==> src/pkg/relay_map.svh <==
// register offsets, field positions, reset values and timing counts
// assumes a 32-bit classic Wishbone slave with byte addresses
`ifndef RELAY_MAP_SVH
`define RELAY_MAP_SVH

// =====================================================================
// register offsets (byte addresses)
`define RLY_FOUR_SRC_OFS   8'h00
`define RLY_FOUR_ON_OFS    8'h04
`define RLY_FOUR_OFF_OFS   8'h08
`define RLY_FIVE_SRC_OFS   8'h0C
`define RLY_OVERRIDE_OFS   8'h10
`define RLY_STATUS_OFS     8'h14

// =====================================================================
// source register fields
`define RLY_SRC_CODE_LSB   0
`define RLY_SRC_CODE_MSB   7
`define RLY_SRC_PTR_EN_BIT 8
`define RLY_SRC_PTR_LSB    16
`define RLY_SRC_PTR_MSB    23

// =====================================================================
// override word bits
`define RLY_OVR_FOUR_BIT   3
`define RLY_OVR_FIVE_BIT   4

// =====================================================================
// status word fields
`define RLY_HOA_ILK2_BIT   9
`define RLY_HOA_ILK3_BIT   10
`define RLY_HOA_ILK4_BIT   11
`define RLY_HOA_ALL_BIT    12
`define RLY_LOAD_OUT_BIT   3

// =====================================================================
// reset values
`define RLY_SRC_RST        32'h0000_0000
`define RLY_DLY_RST        12'h000
`define RLY_OVR_RST        16'h0000

// =====================================================================
// timing: delays count whole seconds, 0 to 3000 s
`define RLY_DLY_MAX_S      12'h0BB8
`define RLY_SEC_NS         32'h3B9A_CA00
`define RLY_CLK_NS         32'h0000_000A
`define RLY_TICKS_PER_SEC  (`RLY_SEC_NS / `RLY_CLK_NS)

`endif

==> src/pkg/relay_pkg.sv <==
// types shared by the relay source and delay logic
// assumes relay_map.svh holds the numbers
package relay_pkg;

    // source selection codes
    typedef enum logic [7:0] {
        SRC_OFF      = 8'h00,
        SRC_ON       = 8'h01,
        SRC_ILK2     = 8'h39,
        SRC_ILK3     = 8'h3A,
        SRC_ILK4     = 8'h3B,
        SRC_ILK_ALL  = 8'h3C,
        SRC_LOAD     = 8'h3D,
        SRC_OVERRIDE = 8'h3E
    } src_code_e;

    // delay timer states
    typedef enum logic [1:0] {
        TMR_STABLE = 2'b01,
        TMR_WAIT   = 2'b10
    } tmr_state_e;

    typedef logic [11:0] dly_sec_t;

endpackage

==> src/core/relay_delay_timer.sv <==
// on/off delay for one relay output
// assumes src_level synchronous to sys_clk; delays in whole seconds
`timescale 1ns/1ps
`include "relay_map.svh"

module relay_delay_timer #(
    parameter int TICKS_PER_SEC = `RLY_TICKS_PER_SEC
) (
    // clock and reset
    input  wire logic              sys_clk,
    input  wire logic              rst_n,
    // source and delays
    input  wire logic              src_level,
    input  wire relay_pkg::dly_sec_t on_delay,
    input  wire relay_pkg::dly_sec_t off_delay,
    // relay drive
    output logic                   relay_state
);
    import relay_pkg::*;

    localparam int SUB_W = $clog2(TICKS_PER_SEC + 1);
    localparam logic [SUB_W-1:0] SUB_LAST = SUB_W'(TICKS_PER_SEC - 1);

    tmr_state_e       state_ff;
    logic             relay_ff;
    logic [SUB_W-1:0] sub_ff;
    dly_sec_t         sec_ff;
    dly_sec_t         target;
    logic             mismatch;
    logic             sec_done;

    assign target      = relay_ff ? off_delay : on_delay;
    assign mismatch    = src_level != relay_ff;
    assign sec_done    = (sub_ff == SUB_LAST) && ((sec_ff + 12'h001) >= target);
    assign relay_state = relay_ff;

    // =================================================================
    // state and relay
    // flip only after hold
    always_ff @(posedge sys_clk or negedge rst_n) begin
        if (!rst_n) begin
            state_ff <= TMR_STABLE;
            relay_ff <= 1'b0;
        end else if (!mismatch) begin
            state_ff <= TMR_STABLE;
        end else begin
            unique case (state_ff)
                TMR_STABLE: begin
                    if (target == `RLY_DLY_RST)
                        relay_ff <= src_level;
                    else
                        state_ff <= TMR_WAIT;
                end
                TMR_WAIT: begin
                    if (sec_done) begin
                        relay_ff <= src_level;
                        state_ff <= TMR_STABLE;
                    end
                end
                default: state_ff <= TMR_STABLE;
            endcase
        end
    end

    // =================================================================
    // second prescaler and second count, restarted per mismatch
    always_ff @(posedge sys_clk or negedge rst_n) begin
        if (!rst_n) begin
            sub_ff <= '0;
            sec_ff <= `RLY_DLY_RST;
        end else if (state_ff != TMR_WAIT || !mismatch) begin
            sub_ff <= '0;
            sec_ff <= `RLY_DLY_RST;
        end else if (sub_ff == SUB_LAST) begin
            sub_ff <= '0;
            sec_ff <= sec_ff + 12'h001;
        end else begin
            sub_ff <= sub_ff + SUB_W'(1);
        end
    end
endmodule

==> src/core/relay_output_source_delay.sv <==
// relay output source selection for outputs four and five, with delays for output four
// assumes classic Wishbone master on sys_clk; status words synchronous
//
// How it works
// - codes 57 to 60 route interlock bits 9 to 12 of the HOA word
// - code 61 routes bit 3 of the load curve monitor status word
// - code 62 routes the output override word bit, four uses bit 3, five bit 4
// - pointer mode selects any single drive status bit as source
// - output four energizes after a 0 to 3000 s on delay
// - output four releases after a 0 to 3000 s off delay
// - output five has its own selector, resetting to de-energized
// - code 0 holds relay off, code 1 holds relay on
//
// Our own choices: the Wishbone register port and the register addresses.
`timescale 1ns/1ps
`include "relay_map.svh"

module relay_output_source_delay #(
    parameter int STATUS_BITS   = 256,
    parameter int PTR_W         = 8,
    parameter int TICKS_PER_SEC = `RLY_TICKS_PER_SEC
) (
    // clock and reset
    input  wire logic                   sys_clk,
    input  wire logic                   rst_n,
    // wishbone slave
    input  wire logic                   wb_cyc_i,
    input  wire logic                   wb_stb_i,
    input  wire logic                   wb_we_i,
    input  wire logic [7:0]             wb_adr_i,
    input  wire logic [3:0]             wb_sel_i,
    input  wire logic [31:0]            wb_dat_i,
    output logic      [31:0]            wb_dat_o,
    output logic                        wb_ack_o,
    // drive status
    input  wire logic [15:0]            hoa_status_word,
    input  wire logic [15:0]            load_curve_monitor,
    input  wire logic [STATUS_BITS-1:0] drive_status_bits,
    // relay drives
    output logic                        relay_out_four,
    output logic                        relay_out_five
);
    import relay_pkg::*;

    // =================================================================
    // registers
    logic [31:0]  four_src_ff;
    logic [31:0]  five_src_ff;
    dly_sec_t     four_on_ff;
    dly_sec_t     four_off_ff;
    logic [15:0]  output_override_word;
    logic         relay_five_ff;
    logic         ack_ff;
    logic [31:0]  rdat_ff;
    logic         wb_req;
    logic         wb_wr;
    logic [31:0]  rd_mux;
    logic         four_lvl;
    logic         five_lvl;
    logic         relay_four_st;
    logic         five_written_ff;

    // =================================================================
    // helpers
    function automatic logic [31:0] be_merge(
        input logic [31:0] old_v,
        input logic [31:0] new_v,
        input logic [3:0]  sel
    );
        logic [31:0] res;
        res = old_v;
        for (int i = 0; i < 4; i++) begin
            if (sel[i])
                res[i*8 +: 8] = new_v[i*8 +: 8];
        end
        return res;
    endfunction

    function automatic dly_sec_t clamp_dly(input logic [31:0] v);
        dly_sec_t res;
        res = (v > 32'(`RLY_DLY_MAX_S)) ? `RLY_DLY_MAX_S : v[11:0];
        return res;
    endfunction

    // level picked by a source register
    function automatic logic src_level(
        input logic [31:0]            src,
        input logic                   ovr_bit,
        input logic [15:0]            hoa,
        input logic [15:0]            load,
        input logic [STATUS_BITS-1:0] drv
    );
        logic              res;
        logic [PTR_W-1:0]  ptr;
        ptr = src[`RLY_SRC_PTR_LSB +: PTR_W];
        res = 1'b0;
        if (src[`RLY_SRC_PTR_EN_BIT]) begin
            res = drv[ptr];
        end else begin
            case (src[`RLY_SRC_CODE_MSB:`RLY_SRC_CODE_LSB])
                SRC_OFF:      res = 1'b0;
                SRC_ON:       res = 1'b1;
                SRC_ILK2:     res = hoa[`RLY_HOA_ILK2_BIT];
                SRC_ILK3:     res = hoa[`RLY_HOA_ILK3_BIT];
                SRC_ILK4:     res = hoa[`RLY_HOA_ILK4_BIT];
                SRC_ILK_ALL:  res = hoa[`RLY_HOA_ALL_BIT];
                SRC_LOAD:     res = load[`RLY_LOAD_OUT_BIT];
                SRC_OVERRIDE: res = ovr_bit;
                default:      res = 1'b0;
            endcase
        end
        return res;
    endfunction

    // =================================================================
    // wishbone access
    assign wb_req   = wb_cyc_i && wb_stb_i && !ack_ff;
    // write lands at the edge the master sees ack
    assign wb_wr    = wb_cyc_i && wb_stb_i && wb_we_i && ack_ff;
    assign wb_ack_o = ack_ff;
    assign wb_dat_o = rdat_ff;

    always_ff @(posedge sys_clk or negedge rst_n) begin
        if (!rst_n)
            ack_ff <= 1'b0;
        else
            ack_ff <= wb_req;
    end

    always_comb begin
        rd_mux = 32'h0000_0000;
        unique case (wb_adr_i)
            `RLY_FOUR_SRC_OFS: rd_mux = four_src_ff;
            `RLY_FOUR_ON_OFS:  rd_mux = {20'h0_0000, four_on_ff};
            `RLY_FOUR_OFF_OFS: rd_mux = {20'h0_0000, four_off_ff};
            `RLY_FIVE_SRC_OFS: rd_mux = five_src_ff;
            `RLY_OVERRIDE_OFS: rd_mux = {16'h0000, output_override_word};
            `RLY_STATUS_OFS:   rd_mux = {28'h000_0000, five_lvl, four_lvl, relay_five_ff, relay_four_st};
            default:           rd_mux = 32'h0000_0000;
        endcase
    end

    always_ff @(posedge sys_clk or negedge rst_n) begin
        if (!rst_n)
            rdat_ff <= 32'h0000_0000;
        else if (wb_req && !wb_we_i)
            rdat_ff <= rd_mux;
    end

    // =================================================================
    // source registers; unused fields read zero
    localparam logic [31:0] SRC_MASK = 32'h00FF_01FF;

    always_ff @(posedge sys_clk or negedge rst_n) begin
        if (!rst_n) begin
            four_src_ff <= `RLY_SRC_RST;
        end else if (wb_wr && wb_adr_i == `RLY_FOUR_SRC_OFS) begin
            four_src_ff <= be_merge(four_src_ff, wb_dat_i, wb_sel_i) & SRC_MASK;
        end
    end

    always_ff @(posedge sys_clk or negedge rst_n) begin
        if (!rst_n) begin
            five_src_ff     <= `RLY_SRC_RST;
            five_written_ff <= 1'b0;
        end else if (wb_wr && wb_adr_i == `RLY_FIVE_SRC_OFS) begin
            five_src_ff     <= be_merge(five_src_ff, wb_dat_i, wb_sel_i) & SRC_MASK;
            five_written_ff <= 1'b1;
        end
    end

    // =================================================================
    // delay registers, clamped to the legal range
    // on delay setting
    always_ff @(posedge sys_clk or negedge rst_n) begin
        if (!rst_n)
            four_on_ff <= `RLY_DLY_RST;
        else if (wb_wr && wb_adr_i == `RLY_FOUR_ON_OFS)
            four_on_ff <= clamp_dly(be_merge({20'h0_0000, four_on_ff}, wb_dat_i, wb_sel_i));
    end

    always_ff @(posedge sys_clk or negedge rst_n) begin
        if (!rst_n)
            four_off_ff <= `RLY_DLY_RST;
        else if (wb_wr && wb_adr_i == `RLY_FOUR_OFF_OFS)
            four_off_ff <= clamp_dly(be_merge({20'h0_0000, four_off_ff}, wb_dat_i, wb_sel_i));
    end

    always_ff @(posedge sys_clk or negedge rst_n) begin
        if (!rst_n)
            output_override_word <= `RLY_OVR_RST;
        else if (wb_wr && wb_adr_i == `RLY_OVERRIDE_OFS)
            output_override_word <= 16'(be_merge({16'h0000, output_override_word}, wb_dat_i, wb_sel_i));
    end

    // =================================================================
    // source levels
    assign four_lvl = src_level(four_src_ff, output_override_word[`RLY_OVR_FOUR_BIT],
                                hoa_status_word, load_curve_monitor, drive_status_bits);
    assign five_lvl = src_level(five_src_ff, output_override_word[`RLY_OVR_FIVE_BIT],
                                hoa_status_word, load_curve_monitor, drive_status_bits);

    // =================================================================
    // relay four with delays
    // delayed relay four
    relay_delay_timer #(
        .TICKS_PER_SEC (TICKS_PER_SEC)
    ) u_four_timer (
        .sys_clk     (sys_clk),
        .rst_n       (rst_n),
        .src_level   (four_lvl),
        .on_delay    (four_on_ff),
        .off_delay   (four_off_ff),
        .relay_state (relay_four_st)
    );
    assign relay_out_four = relay_four_st;

    // relay five follows its source one cycle later
    always_ff @(posedge sys_clk or negedge rst_n) begin
        if (!rst_n)
            relay_five_ff <= 1'b0;
        else
            relay_five_ff <= five_lvl;
    end
    assign relay_out_five = relay_five_ff;

    logic [7:0] four_code;
    logic       four_ptr;
    assign four_code = four_src_ff[`RLY_SRC_CODE_MSB:`RLY_SRC_CODE_LSB];
    assign four_ptr  = four_src_ff[`RLY_SRC_PTR_EN_BIT];
endmodule

==> config.mk <==
export PLATFORM = sky130hd
export DESIGN_NAME = relay_output_source_delay
export DESIGN_NICKNAME = d
export VERILOG_FILES = /design/src/pkg/relay_pkg.sv /design/src/core/relay_delay_timer.sv /design/src/core/relay_output_source_delay.sv
export VERILOG_INCLUDE_DIRS = /design/src /design/src/pkg
export SDC_FILE = /design/constraint.sdc
export NUM_CORES = 1
export LEC_CHECK = 0
export BUFFER_PORTS_ARGS = -buffer_cell sky130_fd_sc_hd__buf_2
export CORE_UTILIZATION = 28
export CTS_CLUSTER_SIZE = 12
export DETAILED_ROUTE_END_ITERATION = 7
export PLACE_DENSITY = 0.6
export SLEW_MARGIN = 20
export SYNTH_ARGS = -nofsm -noshare
export SYNTH_HDL_FRONTEND = slang
export SYNTH_SLANG_ARGS = --single-unit
==> constraint.sdc <==
create_clock -name sys_clk -period 5.15 [get_ports sys_clk]
set_input_delay 0.2575 -clock sys_clk [delete_from_list [all_inputs] [get_ports sys_clk]]
set_output_delay 0.2575 -clock sys_clk [all_outputs]
set_load 0.01 [all_outputs]
-- Yosys cells after proc, flatten, opt, wreduce, memory -nomap -nowiden
Index checks and enable logic that the tools add are counted.
W data, S select, Z words.
- bits in latches: 0
- register bits after elaboration: 150
- bits of input ports: 337
- memories: 0
- word-level logic and storage cells: 118
- output and inout bits: 35
- RAM bits: 0
- bits in read-only memories: 0
- divide/modulo/power cells: 0
- shift-type cells: 0
- $mul: 0
- equality and inequality tests: 28
- bitwise operators: 0
- $lt $le $gt $ge: 5
- add/sub/neg operators: 2
- mux-type cells: 37
- reductions and logical operators: 29
- operators with widths (cell ; number):
    $pmux W24 S6 ; 1
    $mux W8 ; 14
    $eq A8 B6 Y1 const B ; 12
    $gt A32 B12 Y1 const B ; 2
    $mux W12 ; 5
    $mux W27 ; 2
    $add A27 B1 Y27 const B ; 1
    $eq A27 B27 Y1 const B ; 1
    $lt A8 B9 Y1 const B ; 2
    $reduce_and A2 Y1 ; 9
    $bmux W1 S8 ; 2
    $eq A8 B1 Y1 const B ; 2
    $eq A8 B4 Y1 const B ; 2
    $eq A8 B5 Y1 const B ; 2
    $pmux W1 S7 ; 2
    $add A12 B1 Y12 const B ; 1
    $ge A12 B12 Y1 ; 1
    $logic_not A12 Y1 ; 1
    $logic_and A1 B1 Y1 ; 11
    $eq A8 B3 Y1 const B ; 1
    $logic_not A8 Y1 ; 1
    $mux W1 ; 6
    $mux W2 ; 3
    $ne A3 B3 Y1 const B ; 2
    other kinds (11) ; 15

-- Depth between registers and ports, before layout
Gate-level depths: netlist (run 1).
- depth in word-level cells: 7
- gate-level depth with buffers: 15
- gate-level depth less buffers: 15

-- Cells and area by module
A second synthesis (run 1) with hierarchy kept.
- cell total of the unflattened synthesis: 1095
- area total of the unflattened synthesis: 11986.5 um2
- modules (own cells, without submodules) (module ; sequential area each (um2) ; area each (um2) ; times used ; cells each):
    relay_output_source_delay ; 2502.4 ; 9246.4 ; 1 ; 798
    relay_delay_timer ; 1052.3 ; 2740.1 ; 1 ; 297

-- Worst setup path before layout (run 1)
No wires, ideal clock.
- path type: register -> register
- from: register u_four_timer.relay_ff (netlist: u_four_timer.relay_state)
- to: register u_four_timer.state_ff[1]
- setup slack: 2.175 ns
- setup time: 0.120 ns
- path buffers: 2
- required time: 5.030 ns
- arrival time: 2.855 ns
- clock period less this slack: 2.975 ns
- cell stages (with the launch flop): 13
- cells stage by stage: dfrtp_1 > clkbuf_1 > clkbuf_1 > mux2i_1 > ha_1 > o21ai_0 > a21oi_1 > o31a_1 > a2111oi_0 > o31a_1 > o21a_1 > nor2_1 > o211a_1
- word-level cells in the longest chain between the ends: 5
- elaborated cells between the ends (all ways): 9
- those cells by class: order compare (1); eq/ne (3); mux (2); reduce/logical (3)
- ends and longest elaborated chain (element ; RTL line ; text):
    from (decl) ; relay_delay_timer.sv:25 ; logic relay_ff;
    from (signal assigned) ; relay_delay_timer.sv:50 ; relay_ff <= src_level;
    from (signal assigned) ; relay_delay_timer.sv:56 ; relay_ff <= src_level;
    $mux W12 ; relay_delay_timer.sv:32 ; assign target = relay_ff ? off_delay : on_delay;
    $ge A12 B12 Y1 ; relay_delay_timer.sv:34 ; assign sec_done = (sub_ff == SUB_LAST) && ((sec_ff + 12'h001) >= target);
    $logic_and A1 B1 Y1 ; relay_delay_timer.sv:34 ;
    $ne A3 B3 Y1 (no source line) ; - ;
    $reduce_and A2 Y1 (no source line) ; - ;
    to (signal assigned) ; relay_delay_timer.sv:42 ; state_ff <= TMR_STABLE;
    to (signal assigned) ; relay_delay_timer.sv:45 ; state_ff <= TMR_STABLE;
    to (signal assigned) ; relay_delay_timer.sv:52 ; state_ff <= TMR_WAIT;
    to (decl) ; relay_delay_timer.sv:24 ; tmr_state_e state_ff;
Parallel ways exist; a longest one is shown, timed or not.
A chain may end at the register's enable or synchronous reset.

-- Final worst setup path (run 1)
- from: register four_src_ff[18]
- to: register u_four_timer.sub_ff[20]
- word-level cells in the longest chain between the ends: 7
- ends and longest elaborated chain (element ; RTL line ; text):
    from (decl) ; relay_output_source_delay.sv:47 ; logic [31:0] four_src_ff;
    from (signal assigned) ; relay_output_source_delay.sv:156 ; four_src_ff <= `RLY_SRC_RST;
    from (signal assigned) ; relay_output_source_delay.sv:158 ; four_src_ff <= be_merge(four_src_ff, wb_dat_i, wb_sel_i) & SRC_MASK;
    $bmux W1 S8 ; relay_output_source_delay.sv:98 ; res = drv[ptr];
    $mux W1 (not written as such) ; relay_output_source_delay.sv:98 ;
    $mux W1 ; relay_output_source_delay.sv:97 ; if (src[`RLY_SRC_PTR_EN_BIT]) begin
    $ne A1 B1 Y1 ; relay_delay_timer.sv:33 ; assign mismatch = src_level != relay_ff;
    $logic_not A1 Y1 ; - ;
    $logic_or A1 B1 Y1 ; relay_delay_timer.sv:71 ; end else if (state_ff != TMR_WAIT || !mismatch) begin
    $mux W27 ; relay_delay_timer.sv:71 ;
    to (signal assigned) ; relay_delay_timer.sv:78 ; sub_ff <= sub_ff + SUB_W'(1);
    to (decl) ; relay_delay_timer.sv:26 ; logic [SUB_W-1:0] sub_ff;
No other way between the ends. The select of a mux whose other input is x is not followed.

==> metrics.md, run 1 <==
| Metric | Value |
|---|---|
| Clock latency at the later pin of the worst-skew pair | 0.43 ns |
| CP most frequent cell | a2111oi_0 |
| CTS-repair resized insts | 0 |
| Status | finished clean |
| Largest driver fanout on the critical path | 45 |
| YS warnings | 0 |
| Pleak | 0.00611 uW |
| Post-route ant nets | 0 |
| Number of H-tree levels | 4 |
| Post-Synthesis Cells | 1132 |
| Clock sinks | 142 |
| CTS tree | built |
| Most numerous cell in the Yosys netlist | dfrtp_1 |
| Post-synthesis sequential area ratio | 29.7% |
| Die Y | 209 um |
| List of most frequent post-synthesis cells | 141 x dfrtp_1, 112 x mux4_2, 92 x nand2_1 |
| Simple-gate share of the synthesized area | 13.9% |
| Ys flop type | dfrtp_1 |
| Post-synth ARST share | 100% |
| Clock Path Buffers | 2 |
| Routed WL per cell | 23.0 um |
| WL final | 45500 um |
| Via count | 11.1k |
| Port bufs | 336 |
| DRC Markers | 0 |
| GP Congestion | 0.947 |
| CP cell instances | buf_12 > nor2b_1 > a2111oi_0 > a221oi_1 > a2111oi_0 > o31ai_1 > o2111a_1 > nor3_4 > buf_4 > nor3_1 |
| Core ar. | 42000 um^2 |
| Setup_tns | 0 ns |
| Die W | 209 um |
| Fmax | 257 MHz |
| Initial Utilization | 28.4% |
| Antenna violations before repair | 8 |
| Syn-to-layout area delta | 23.1% |
| Top-Level Pins | 372 |
| Final Cycle Share | 75.5% |
| Share of cells above drive strength 1 | 40.1% |
| GRT Util Overall | 20.7% |
| Drt first pass iters | 6 |
| Worst-Margin Slew | 1.12 ns |
| Yosys top cell area share | 29.5% |
| CTS root buffer | clkbuf_16 |
| Power Density | 187 nW/um^2 |
| 1st-iter DRT viols | 1001 |
| Largest family of logic cells by synthesized area | multiplexers |
| Avg Synthesized Cell Area | 10.6 um^2 |
| Post-synth top area cell | dfrtp_1 |
| Worst Slack Setup Final | 1.26 ns |
| Largest stage delay, worst path | 0.89 ns |
| WP data arrival | 4.18 ns |
| Critical Path RT | 5.45 ns |
| RSZ-0062 raised after global routing | false |
| Die area | 43500 um^2 |
| Synthesized area | 12000 um^2 |
| Worst Setup Start Kind | register |
| Global-route wire length before repair | 67800 um |
| Pins over their slew limit | 0 |
| Post-CTS setup buffer count | 0 |
| Slew margin rel. | 24.9% |
| Final Setup Violations | 0 |
| Final core occ | 35.0% |
| Setup WS pre-CTS | 1.28 ns |
| Post-DP Area | 14100 um^2 |
| Largest net degree at the start of global routing | 97 |
| Worst Hold Class | input pin to register |
| Mux share of post-synthesis cell area | 33.8% |
| Final Instance Area | 14700 um^2 |
| Vias in the first global route | 11.3k |
| Final Skew | 0.00885 ns |
| Cell Rows | 75 |
| Dpl hpwl | 36300 um |
| CTS buffer count | 17 |
| Overall Power | 2750 uW |
| Total grt overflow | 0 |
| CP max-delay cell | dfrtp_4 |
| Vias/cell | 5.63 |
| Compound-cell area share of the yosys netlist | 12.9% |
| Synth Register Bits | 142 |
| Synth Area in Adders | 1.67% |
| Post-synth EDFFs | 0 |
| Synth Area in XOR/XNOR | 3.44% |
| Final Hold Fails | 0 |
| Yosys cell types | 77 |
| Final #Nets | 1775 |
| Max VDD drop | 0.190 mV |
| Min Tclk post-route | 3.89 ns |
| Crit Path Class | register to register |
| Synth area leaders | dfrtp_1 30%, mux4_2 21%, mux2i_1 6.9% |
| Number of max-cap violations | 0 |
| CP endpoint kind | register |
| Clock slew at reported path FFs | 0.06 ns |
## cell type report
type / count / area (um^2)
diodes: 5 / 12.5
multi-input cells: 882 / 7900
clock buffers: 18 / 439
clock inverters: 14 / 155
inverters: 27 / 101
fillers: 4258 / 27300
flip-flops and latches: 142 / 3570
repair buffers: 352 / 1860
well taps: 539 / 674
## cell usage in the layout (no fill, tap or decap), types with 33 or more instances in the layout
cell type | Yosys | final
dfrtp_1 | 141 | 136
nand2_1 | 92 | 92
mux4_2 | 112 | 112
mux2_2 | 62 | 62
mux2i_1 | 82 | 82
nor3_1 | 34 | 33
buf_2 | 19 | 335
o21ai_0 | 55 | 55
nor2_1 | 74 | 74
## through the flow
step / instances / hold WS (ns)
detailed placement: 1941 / 0.417
global placement: 1941 / 0.408
finish: 1979 / 0.0765
CTS: 1974 / 0.0656
global route: 1978 / 0.0784
floorplan: 1139 / -0.0381
## sequential cells by signal, indices dropped and copies added, names as in the netlist
| name | flops |
|---|---|
| five_src_ff | 17 |
| four_off_ff | 12 |
| four_on_ff | 12 |
| four_src_ff | 17 |
| output_override_word | 16 |
| relay_out_five | 1 |
| u_four_timer.relay_state | 1 |
| u_four_timer.sec_ff | 12 |
| u_four_timer.state_ff | 2 |
| u_four_timer.sub_ff | 27 |
| wb_ack_o | 1 |
| wb_dat_o | 24 |
## critical path, delay by kind of cell, from the launching register on
| family | cells | cell delay (ns) |
|---|---|---|
| DFF | 1 | 0.89 |
| and+or+nand+nor | 3 | 0.38 |
| buffers and inverters | 2 | 0.73 |
| AOI/OAI and AO/OA | 5 | 1.65 |
## where the power goes
group	internal (uW)	switching [uW]	total (uW)	leakage, uW
Sequential	1120	4.65	1120	0.00193
Clock	735	517	1250	0.000294
Combinational	186	186	373	0.00389
Total	2040	708	2750	0.00611
## kinds of logic (layout without fill, tap and decap cells)
kind of cell,count (synthesis),count (layout)
simple gates,335,335
mux,256,256
compound gates,220,220
flops,142,142
buf+inv,115,411
xor+xnor,47,47
fa+ha+maj,16,16
other cells,1,13
## final timing paths
path,slack [ns],endpoint,cells after the start,from
max in group asynchronous,3.46,five_src_ff[16]$_DFFE_PN0P_,3,rst_n
hold reg to reg,0.47,wb_ack_o$_DFF_PN0_,1,wb_ack_o$_DFF_PN0_
hold / removal,0.08,five_src_ff[17]$_DFFE_PN0P_,3,wb_dat_i[17]
setup / recovery,1.26,u_four_timer.sub_ff[20]$_DFF_PN0_,10,four_src_ff[18]$_DFFE_PN0P_
setup reg to reg,1.26,u_four_timer.sub_ff[20]$_DFF_PN0_,10,four_src_ff[18]$_DFFE_PN0P_
min in group asynchronous,0.48,four_on_ff[10]$_DFFE_PN0P_,2,rst_n
## routing by layer
layer  wire [um]  up-vias  track usage (%)
met3        2730      108             4.01
met5          49        -                0
met2       22300      512             35.1
li1            -     4970                -
met4        2700        8             12.9
met1       17700     5550             24.2
## what timing repair did
action                                  4_1_cts  5_1_grt
hold buffers                                  1        0
endpoints found under the setup margin        0        0
endpoints found under the hold margin        94        0
Power figures use the tool's default switching activity.
==> run 2: changes to the inputs <==
--- a/config.mk
+++ b/config.mk
@@ -6,11 +6,12 @@
 export SDC_FILE = /design/constraint.sdc
 export NUM_CORES = 1
 export LEC_CHECK = 0
+export ABC_AREA = 1
 export BUFFER_PORTS_ARGS = -buffer_cell sky130_fd_sc_hd__buf_2
 export CORE_UTILIZATION = 28
 export CTS_CLUSTER_SIZE = 12
 export DETAILED_ROUTE_END_ITERATION = 7
-export PLACE_DENSITY = 0.6
+export PLACE_DENSITY = 0.59
 export SLEW_MARGIN = 20
 export SYNTH_ARGS = -nofsm -noshare
 export SYNTH_HDL_FRONTEND = slang
==> constraint.sdc (replaced) <==
create_clock -name sys_clk -period 3.9 [get_ports sys_clk]
set_input_delay 0.195 -clock sys_clk [delete_from_list [all_inputs] [get_ports sys_clk]]
set_output_delay 0.195 -clock sys_clk [all_outputs]
set_load 0.01 [all_outputs]
==> metrics.md, run 2 <==
| Metric | Value |
|---|---|
| Status | finished clean |
| Die W | 215 um |
| Routed WL per cell | 19.5 um |
| Port bufs | 336 |
| Max reg flops | 27 |
| Final #Nets | 2668 |
| Post-CTS setup buffer count | 0 |
| Clock sinks | 142 |
| GRT Util Overall | 24.0% |
| CP cell instances | clkinv_1 > nand3_1 > nand3_1 > nand3_1 > nand2_1 > nand2_1 > nand3_1 > nand2_1 > nand2_1 > nand3_1 > nand2_2 > nand2_2 > buf_4 > nor3_1 |
| Fmax | 305 MHz |
| Clock slew at reported path FFs | 0.07 ns |
| Vias/cell | 5.41 |
| CP bufs+invs | 2 |
| Share of cells above drive strength 1 | 18.8% |
| Final Hold Fails | 0 |
| Synth Register Bits | 142 |
| Drt first pass iters | 6 |
| Number of max-cap violations | 0 |
| Min Tclk post-route | 3.28 ns |
| Commonest non-fill, non-tap cell in the layout | nand2_1 |
| Final Instance Area | 15500 um^2 |
| YS warnings | 0 |
| Final Setup Violations | 0 |
| Most numerous cell in the Yosys netlist | nand2_1 |
| Post-route ant nets | 0 |
| Post-synthesis sequential area ratio | 28.0% |
| Cells after DPL | 2884 |
| Initial Utilization | 28.5% |
| Post-DP Area | 14800 um^2 |
| CTS buffer count | 17 |
| Post-synth top area cell | dfrtp_1 |
| Most frequent cells in the layout | 529 x nand2_1, 387 x nand3_1, 335 x buf_2 |
| CP max-delay cell | clkinv_1 |
| Max VDD drop | 0.245 mV |
| Fill cells | 4926 |
| Top reg by flops | u_four_timer.sub_ff |
| Worst Setup Start Kind | register |
| Largest net degree at the start of global routing | 93 |
| Clock latency at the later pin of the worst-skew pair | 0.43 ns |
| Dpl hpwl | 41700 um |
| Syn-to-layout area delta | 22.0% |
| Ys flop type | dfrtp_1 |
| Post-synth EDFFs | 0 |
| Top-Level Pins | 372 |
| Final Skew | 0.0128 ns |
| Global-route wire length before repair | 87600 um |
| Via count | 15.8k |
| Largest driver fanout on the critical path | 38 |
| Pleak | 0.00740 uW |
| CP endpoint kind | register |
| Setup_tns | 0 ns |
| 1st-iter DRT viols | 2156 |
| GP Congestion | 0.922 |
| Final Cycle Share | 84.2% |
| Avg Synthesized Cell Area | 6.18 um^2 |
| Worst Hold Class | input pin to register |
| Slew margin rel. | 35.6% |
| Power Density | 254 nW/um^2 |
| WL final | 57100 um |
| Largest stage delay, worst path | 0.72 ns |
| Worst-Margin Slew | 0.966 ns |
| Synth area leaders | dfrtp_1 28%, nand2_1 16%, nand3_1 15% |
| Total grt overflow | 0 |
| Post-Synthesis Cells | 2055 |
| Post-synth ARST share | 100% |
| Top delay family on crit path | simple AND/OR/NAND/NOR gates |
| Yosys cell types | 53 |
| List of most frequent post-synthesis cells | 529 x nand2_1, 387 x nand3_1, 231 x o21ai_0 |
| Cell Rows | 77 |
| Yosys top cell area share | 27.8% |
| Antenna violations before repair | 8 |
| Crit Path Class | register to register |
| Overall Power | 3930 uW |
| Layout Cells excl Fill | 2930 |
| CTS tree | built |
| RSZ-0062 raised after global routing | false |
| Vias in the first global route | 15.0k |
| Pins over their slew limit | 0 |
| Die area | 46200 um^2 |
| Number of H-tree levels | 4 |
| CTS root buffer | clkbuf_16 |
| DRC Markers | 0 |
| Synthesized area | 12700 um^2 |
| CP most frequent cell | nand3_1 |
| Die Y | 215 um |
| WP data arrival | 3.57 ns |
| Clock Path Buffers | 2 |
| Critical Path RT | 4.19 ns |
| Core ar. | 44500 um^2 |
-- run 2: tightest hold or removal path: cells and delay by family --
kind,cells,cell delay [ns]
simple gates,2,0.09
buf+inv,1,0.10
-- run 2: what timing repair did --
item                      CTS  global route
resized for setup           0             0
hold endpoints to repair   86             0
hold buffers                4             0
-- run 2: power by group --
part | switching (uW) | total, uW | internal [uW]
Clock | 753 | 1670 | 916
Combinational | 451 | 728 | 277
Sequential | 36.9 | 1530 | 1500
-- run 2: layout make-up --
class	count	area (um^2)	share of cell area [%]
multi-input cells	1612	7830	50.6
inverters	165	622	4.01
well taps	592	741	4.78
diodes	10	25.0	0.162
flip-flops and latches	142	3560	23.0
clock buffers	17	425	2.75
repair buffers	377	2120	13.7
clock inverters	15	165	1.07
-- run 2: kinds of logic after synthesis --
family / share of synthesized area, %
AND/OR/NAND/NOR: 40.6
AO/OA/AOI/OAI: 17.0
buffers and inverters: 10.6
flip-flops: 28.0
XOR/XNOR: 1.52
adder cells (fa/ha/maj): 1.58
multiplexers: 0.621
other: 0.0295
-- run 2: routing by layer --
layer | track usage, % | wire length, um | vias to the layer above
met2 | 40.7 | 27100 | 852
li1 | - | - | 7474
met5 | 0 | 0 | -
met4 | 7.24 | 1570 | 0
met1 | 31.0 | 23600 | 7428
met3 | 4.10 | 4850 | 95
-- run 2: worst paths after layout --
kind                                             start                           endpoint  slack, ns  cells past startpoint
setup / recovery           four_src_ff[19]$_DFFE_PN0P_  u_four_timer.sub_ff[22]$_DFF_PN0_       0.62                     14
setup reg to reg           four_src_ff[19]$_DFFE_PN0P_  u_four_timer.sub_ff[22]$_DFF_PN0_       0.62                     14
hold / removal                                wb_cyc_i                 wb_ack_o$_DFF_PN0_       0.01                      3
max in group asynchronous                        rst_n         four_off_ff[1]$_DFFE_PN0P_       2.69                      3
min in group asynchronous                        rst_n           wb_dat_o[20]$_DFFE_PN0P_       0.37                      2
hold reg to reg                     wb_ack_o$_DFF_PN0_                 wb_ack_o$_DFF_PN0_       0.48                      1
-- run 2: metrics by stage --
stage          worst slack (ns)  util (%)  hold WS, ns
2_1_floorplan              1.56         -       -0.101
3_3_place_gp              0.723      33.3        0.306
3_5_place_dp              0.647      33.3        0.314
4_1_cts                   0.625      34.8     0.000225
5_1_grt                   0.430      34.8      0.00150
6_report                  0.617      34.8      0.00960
==> run 3: changes to the inputs <==
==> constraint.sdc (replaced) <==
create_clock -name sys_clk -period 3.4 [get_ports sys_clk]
set_input_delay 0.17 -clock sys_clk [delete_from_list [all_inputs] [get_ports sys_clk]]
set_output_delay 0.17 -clock sys_clk [all_outputs]
set_load 0.01 [all_outputs]
==> metrics.md, run 3 (synthesis results as in run 2) <==
| Metric | Value |
|---|---|
| Hold Slack | 0.0316 ns |
| Final Cycle Share | 89.1% |
| Clock slew at reported path FFs | 0.07 ns |
| Fill cells | 4860 |
| Worst Slack Setup Final | 0.371 ns |
| Worst-Margin Slew | 0.930 ns |
| Cell depth of the worst flop-to-flop path | 18 |
| Post-route ant nets | 0 |
| Worst Setup Start Kind | register |
| CTS buffer count | 17 |
| Final Instance Area | 15600 um^2 |
| Final Skew | 0.0153 ns |
| 1st-iter DRT viols | 2198 |
| Die Y | 215 um |
| Initial Utilization | 28.5% |
| WP depth | 18 |
| CTS tree | built |
| Area of the multi-input gates | 7830 um^2 |
| Clock sinks | 142 |
| Clock latency at the later pin of the worst-skew pair | 0.44 ns |
| Hold Crit Start | wb_dat_i[17] |
| Share of cells above drive strength 1 | 19.2% |
| Drt first pass iters | 6 |
| Final Hold Fails | 0 |
| Status | finished clean |
| Top-Level Pins | 372 |
| DRC Markers | 0 |
| Fmax | 330 MHz |
| Final Setup Violations | 0 |
| CP bufs+invs | 3 |
| WP data arrival | 3.32 ns |
| Pleak | 0.00746 uW |
| Die W | 215 um |
| Via count | 16.1k |
| Syn-to-layout area delta | 23.0% |
| Crit Path Class | register to register |
| CP endpoint kind | register |
| Max reg flops | 27 |
| Top reg by flops | u_four_timer.sub_ff |
| Largest net degree at the start of global routing | 144 |
| Min Tclk post-route | 3.03 ns |
| Most frequent cells in the layout | 529 x nand2_1, 387 x nand3_1, 335 x buf_2 |
| GRT Util Overall | 24.2% |
| Worst r2r src | four_src_ff[16]$_DFFE_PN0P_ |
| Post-CTS setup buffer count | 0 |
| Critical Path RT | 3.69 ns |
| RSZ-0062 raised after global routing | false |
| Post-DP Area | 15000 um^2 |
| Total grt overflow | 0 |
| Die area | 46200 um^2 |
| Core ar. | 44500 um^2 |
| Hold Path Depth | 3 |
| Worst Hold Class | input pin to register |
| CP cell instances | inv_4 > buf_12 > nand2_1 > nand3_1 > nand3_1 > nand3_1 > nand3_1 > nand3_1 > nand2_1 > nand2_1 > nand3_1 > nand2_1 > nand2_1 > nand3_1 > nand2_2 > nand2_2 > buf_4 > nor3_1 |
| Commonest non-fill, non-tap cell in the layout | nand2_1 |
| Largest stage delay, worst path | 0.51 ns |
| Setup WS pre-CTS | 0.389 ns |
| Number of max-cap violations | 0 |
| Routed WL per cell | 19.4 um |
| Slew margin rel. | 38.0% |
| Pins over their slew limit | 0 |
| Port bufs | 336 |
| Vias/cell | 5.46 |
| Final #Nets | 2685 |
| Cell Rows | 77 |
| Clock Path Buffers | 2 |
| Power Density | 281 nW/um^2 |
| GP Congestion | 0.929 |
| Global-route wire length before repair | 88500 um |
| Register area | 3560 um^2 |
| Final core occ | 35.1% |
| Top delay family on crit path | simple AND/OR/NAND/NOR gates |
| WL final | 57200 um |
| Max VDD drop | 0.350 mV |
| Worst setup startpoint | four_src_ff[16]$_DFFE_PN0P_ |
| CP max-delay cell | dfrtp_4 |
| Setup_tns | 0 ns |
| CP most frequent cell | nand3_1 |
| Largest driver fanout on the critical path | 40 |
| Vias in the first global route | 15.3k |
| CTS root buffer | clkbuf_16 |
| Number of H-tree levels | 4 |
| Antenna violations before repair | 9 |
| Dpl hpwl | 41900 um |
## run 3: path summary, 6_finish.rpt
path / end / slack, ns
max: u_four_timer.sub_ff[7]$_DFF_PN0_ / 0.37
min: five_src_ff[17]$_DFFE_PN0P_ / 0.03
max reg2reg: u_four_timer.sub_ff[7]$_DFF_PN0_ / 0.37
min reg2reg: wb_dat_o[3]$_DFFE_PN0P_ / 0.48
max in group asynchronous: four_off_ff[9]$_DFFE_PN0P_ / 2.24
min in group asynchronous: output_override_word[14]$_DFFE_PN0P_ / 0.35
## run 3: worst min-delay path: stages
cell	delay, ns
buf_2	0.10
inv_1	0.07
o21ai_0	0.08
## run 3: layer usage
layer / GRT usage (%) / wire length (um) / vias up / share of wire (%)
li1: - / - / 7496 / -
met2: 41.2 / 27200 / 883 / 48
met1: 31.5 / 23800 / 7607 / 42
met4: 6.21 / 1300 / 4 / 2.3
met5: 0 / 22 / - / 0.038
met3: 4.19 / 4910 / 101 / 8.6
## run 3: timing repair
item                                   CTS  global route
endpoints found under the hold margin   97             0
resized for setup                        0             0
setup endpoints to repair                0             0
hold buffers                             9             0
## run 3: area by class of cell
class	count	share of cell area, %
Inverter	165	3.98
Clock buffer	17	2.72
Tap cell	592	4.74
Clock inverter	15	0.809
Sequential cell	142	22.8
Antenna cell	9	0.144
Timing Repair Buffer	394	14.6
Multi-Input combinational cell	1612	50.2
## run 3: per-stage QoR
stage | instances | total power (uW)
3_5_place_dp | 2896 | 2620
2_1_floorplan | 2062 | 2190
6_report | 2946 | 4390
4_1_cts | 2937 | 4430
5_1_grt | 2941 | 4590
3_3_place_gp | 2896 | 2600
## run 3: report_power, final
part	leakage (uW)	internal (uW)	switching, uW	total [uW]
Combinational	0.00533	325	523	848
Sequential	0.00186	1720	38.6	1760
Clock	0.000270	955	829	1780
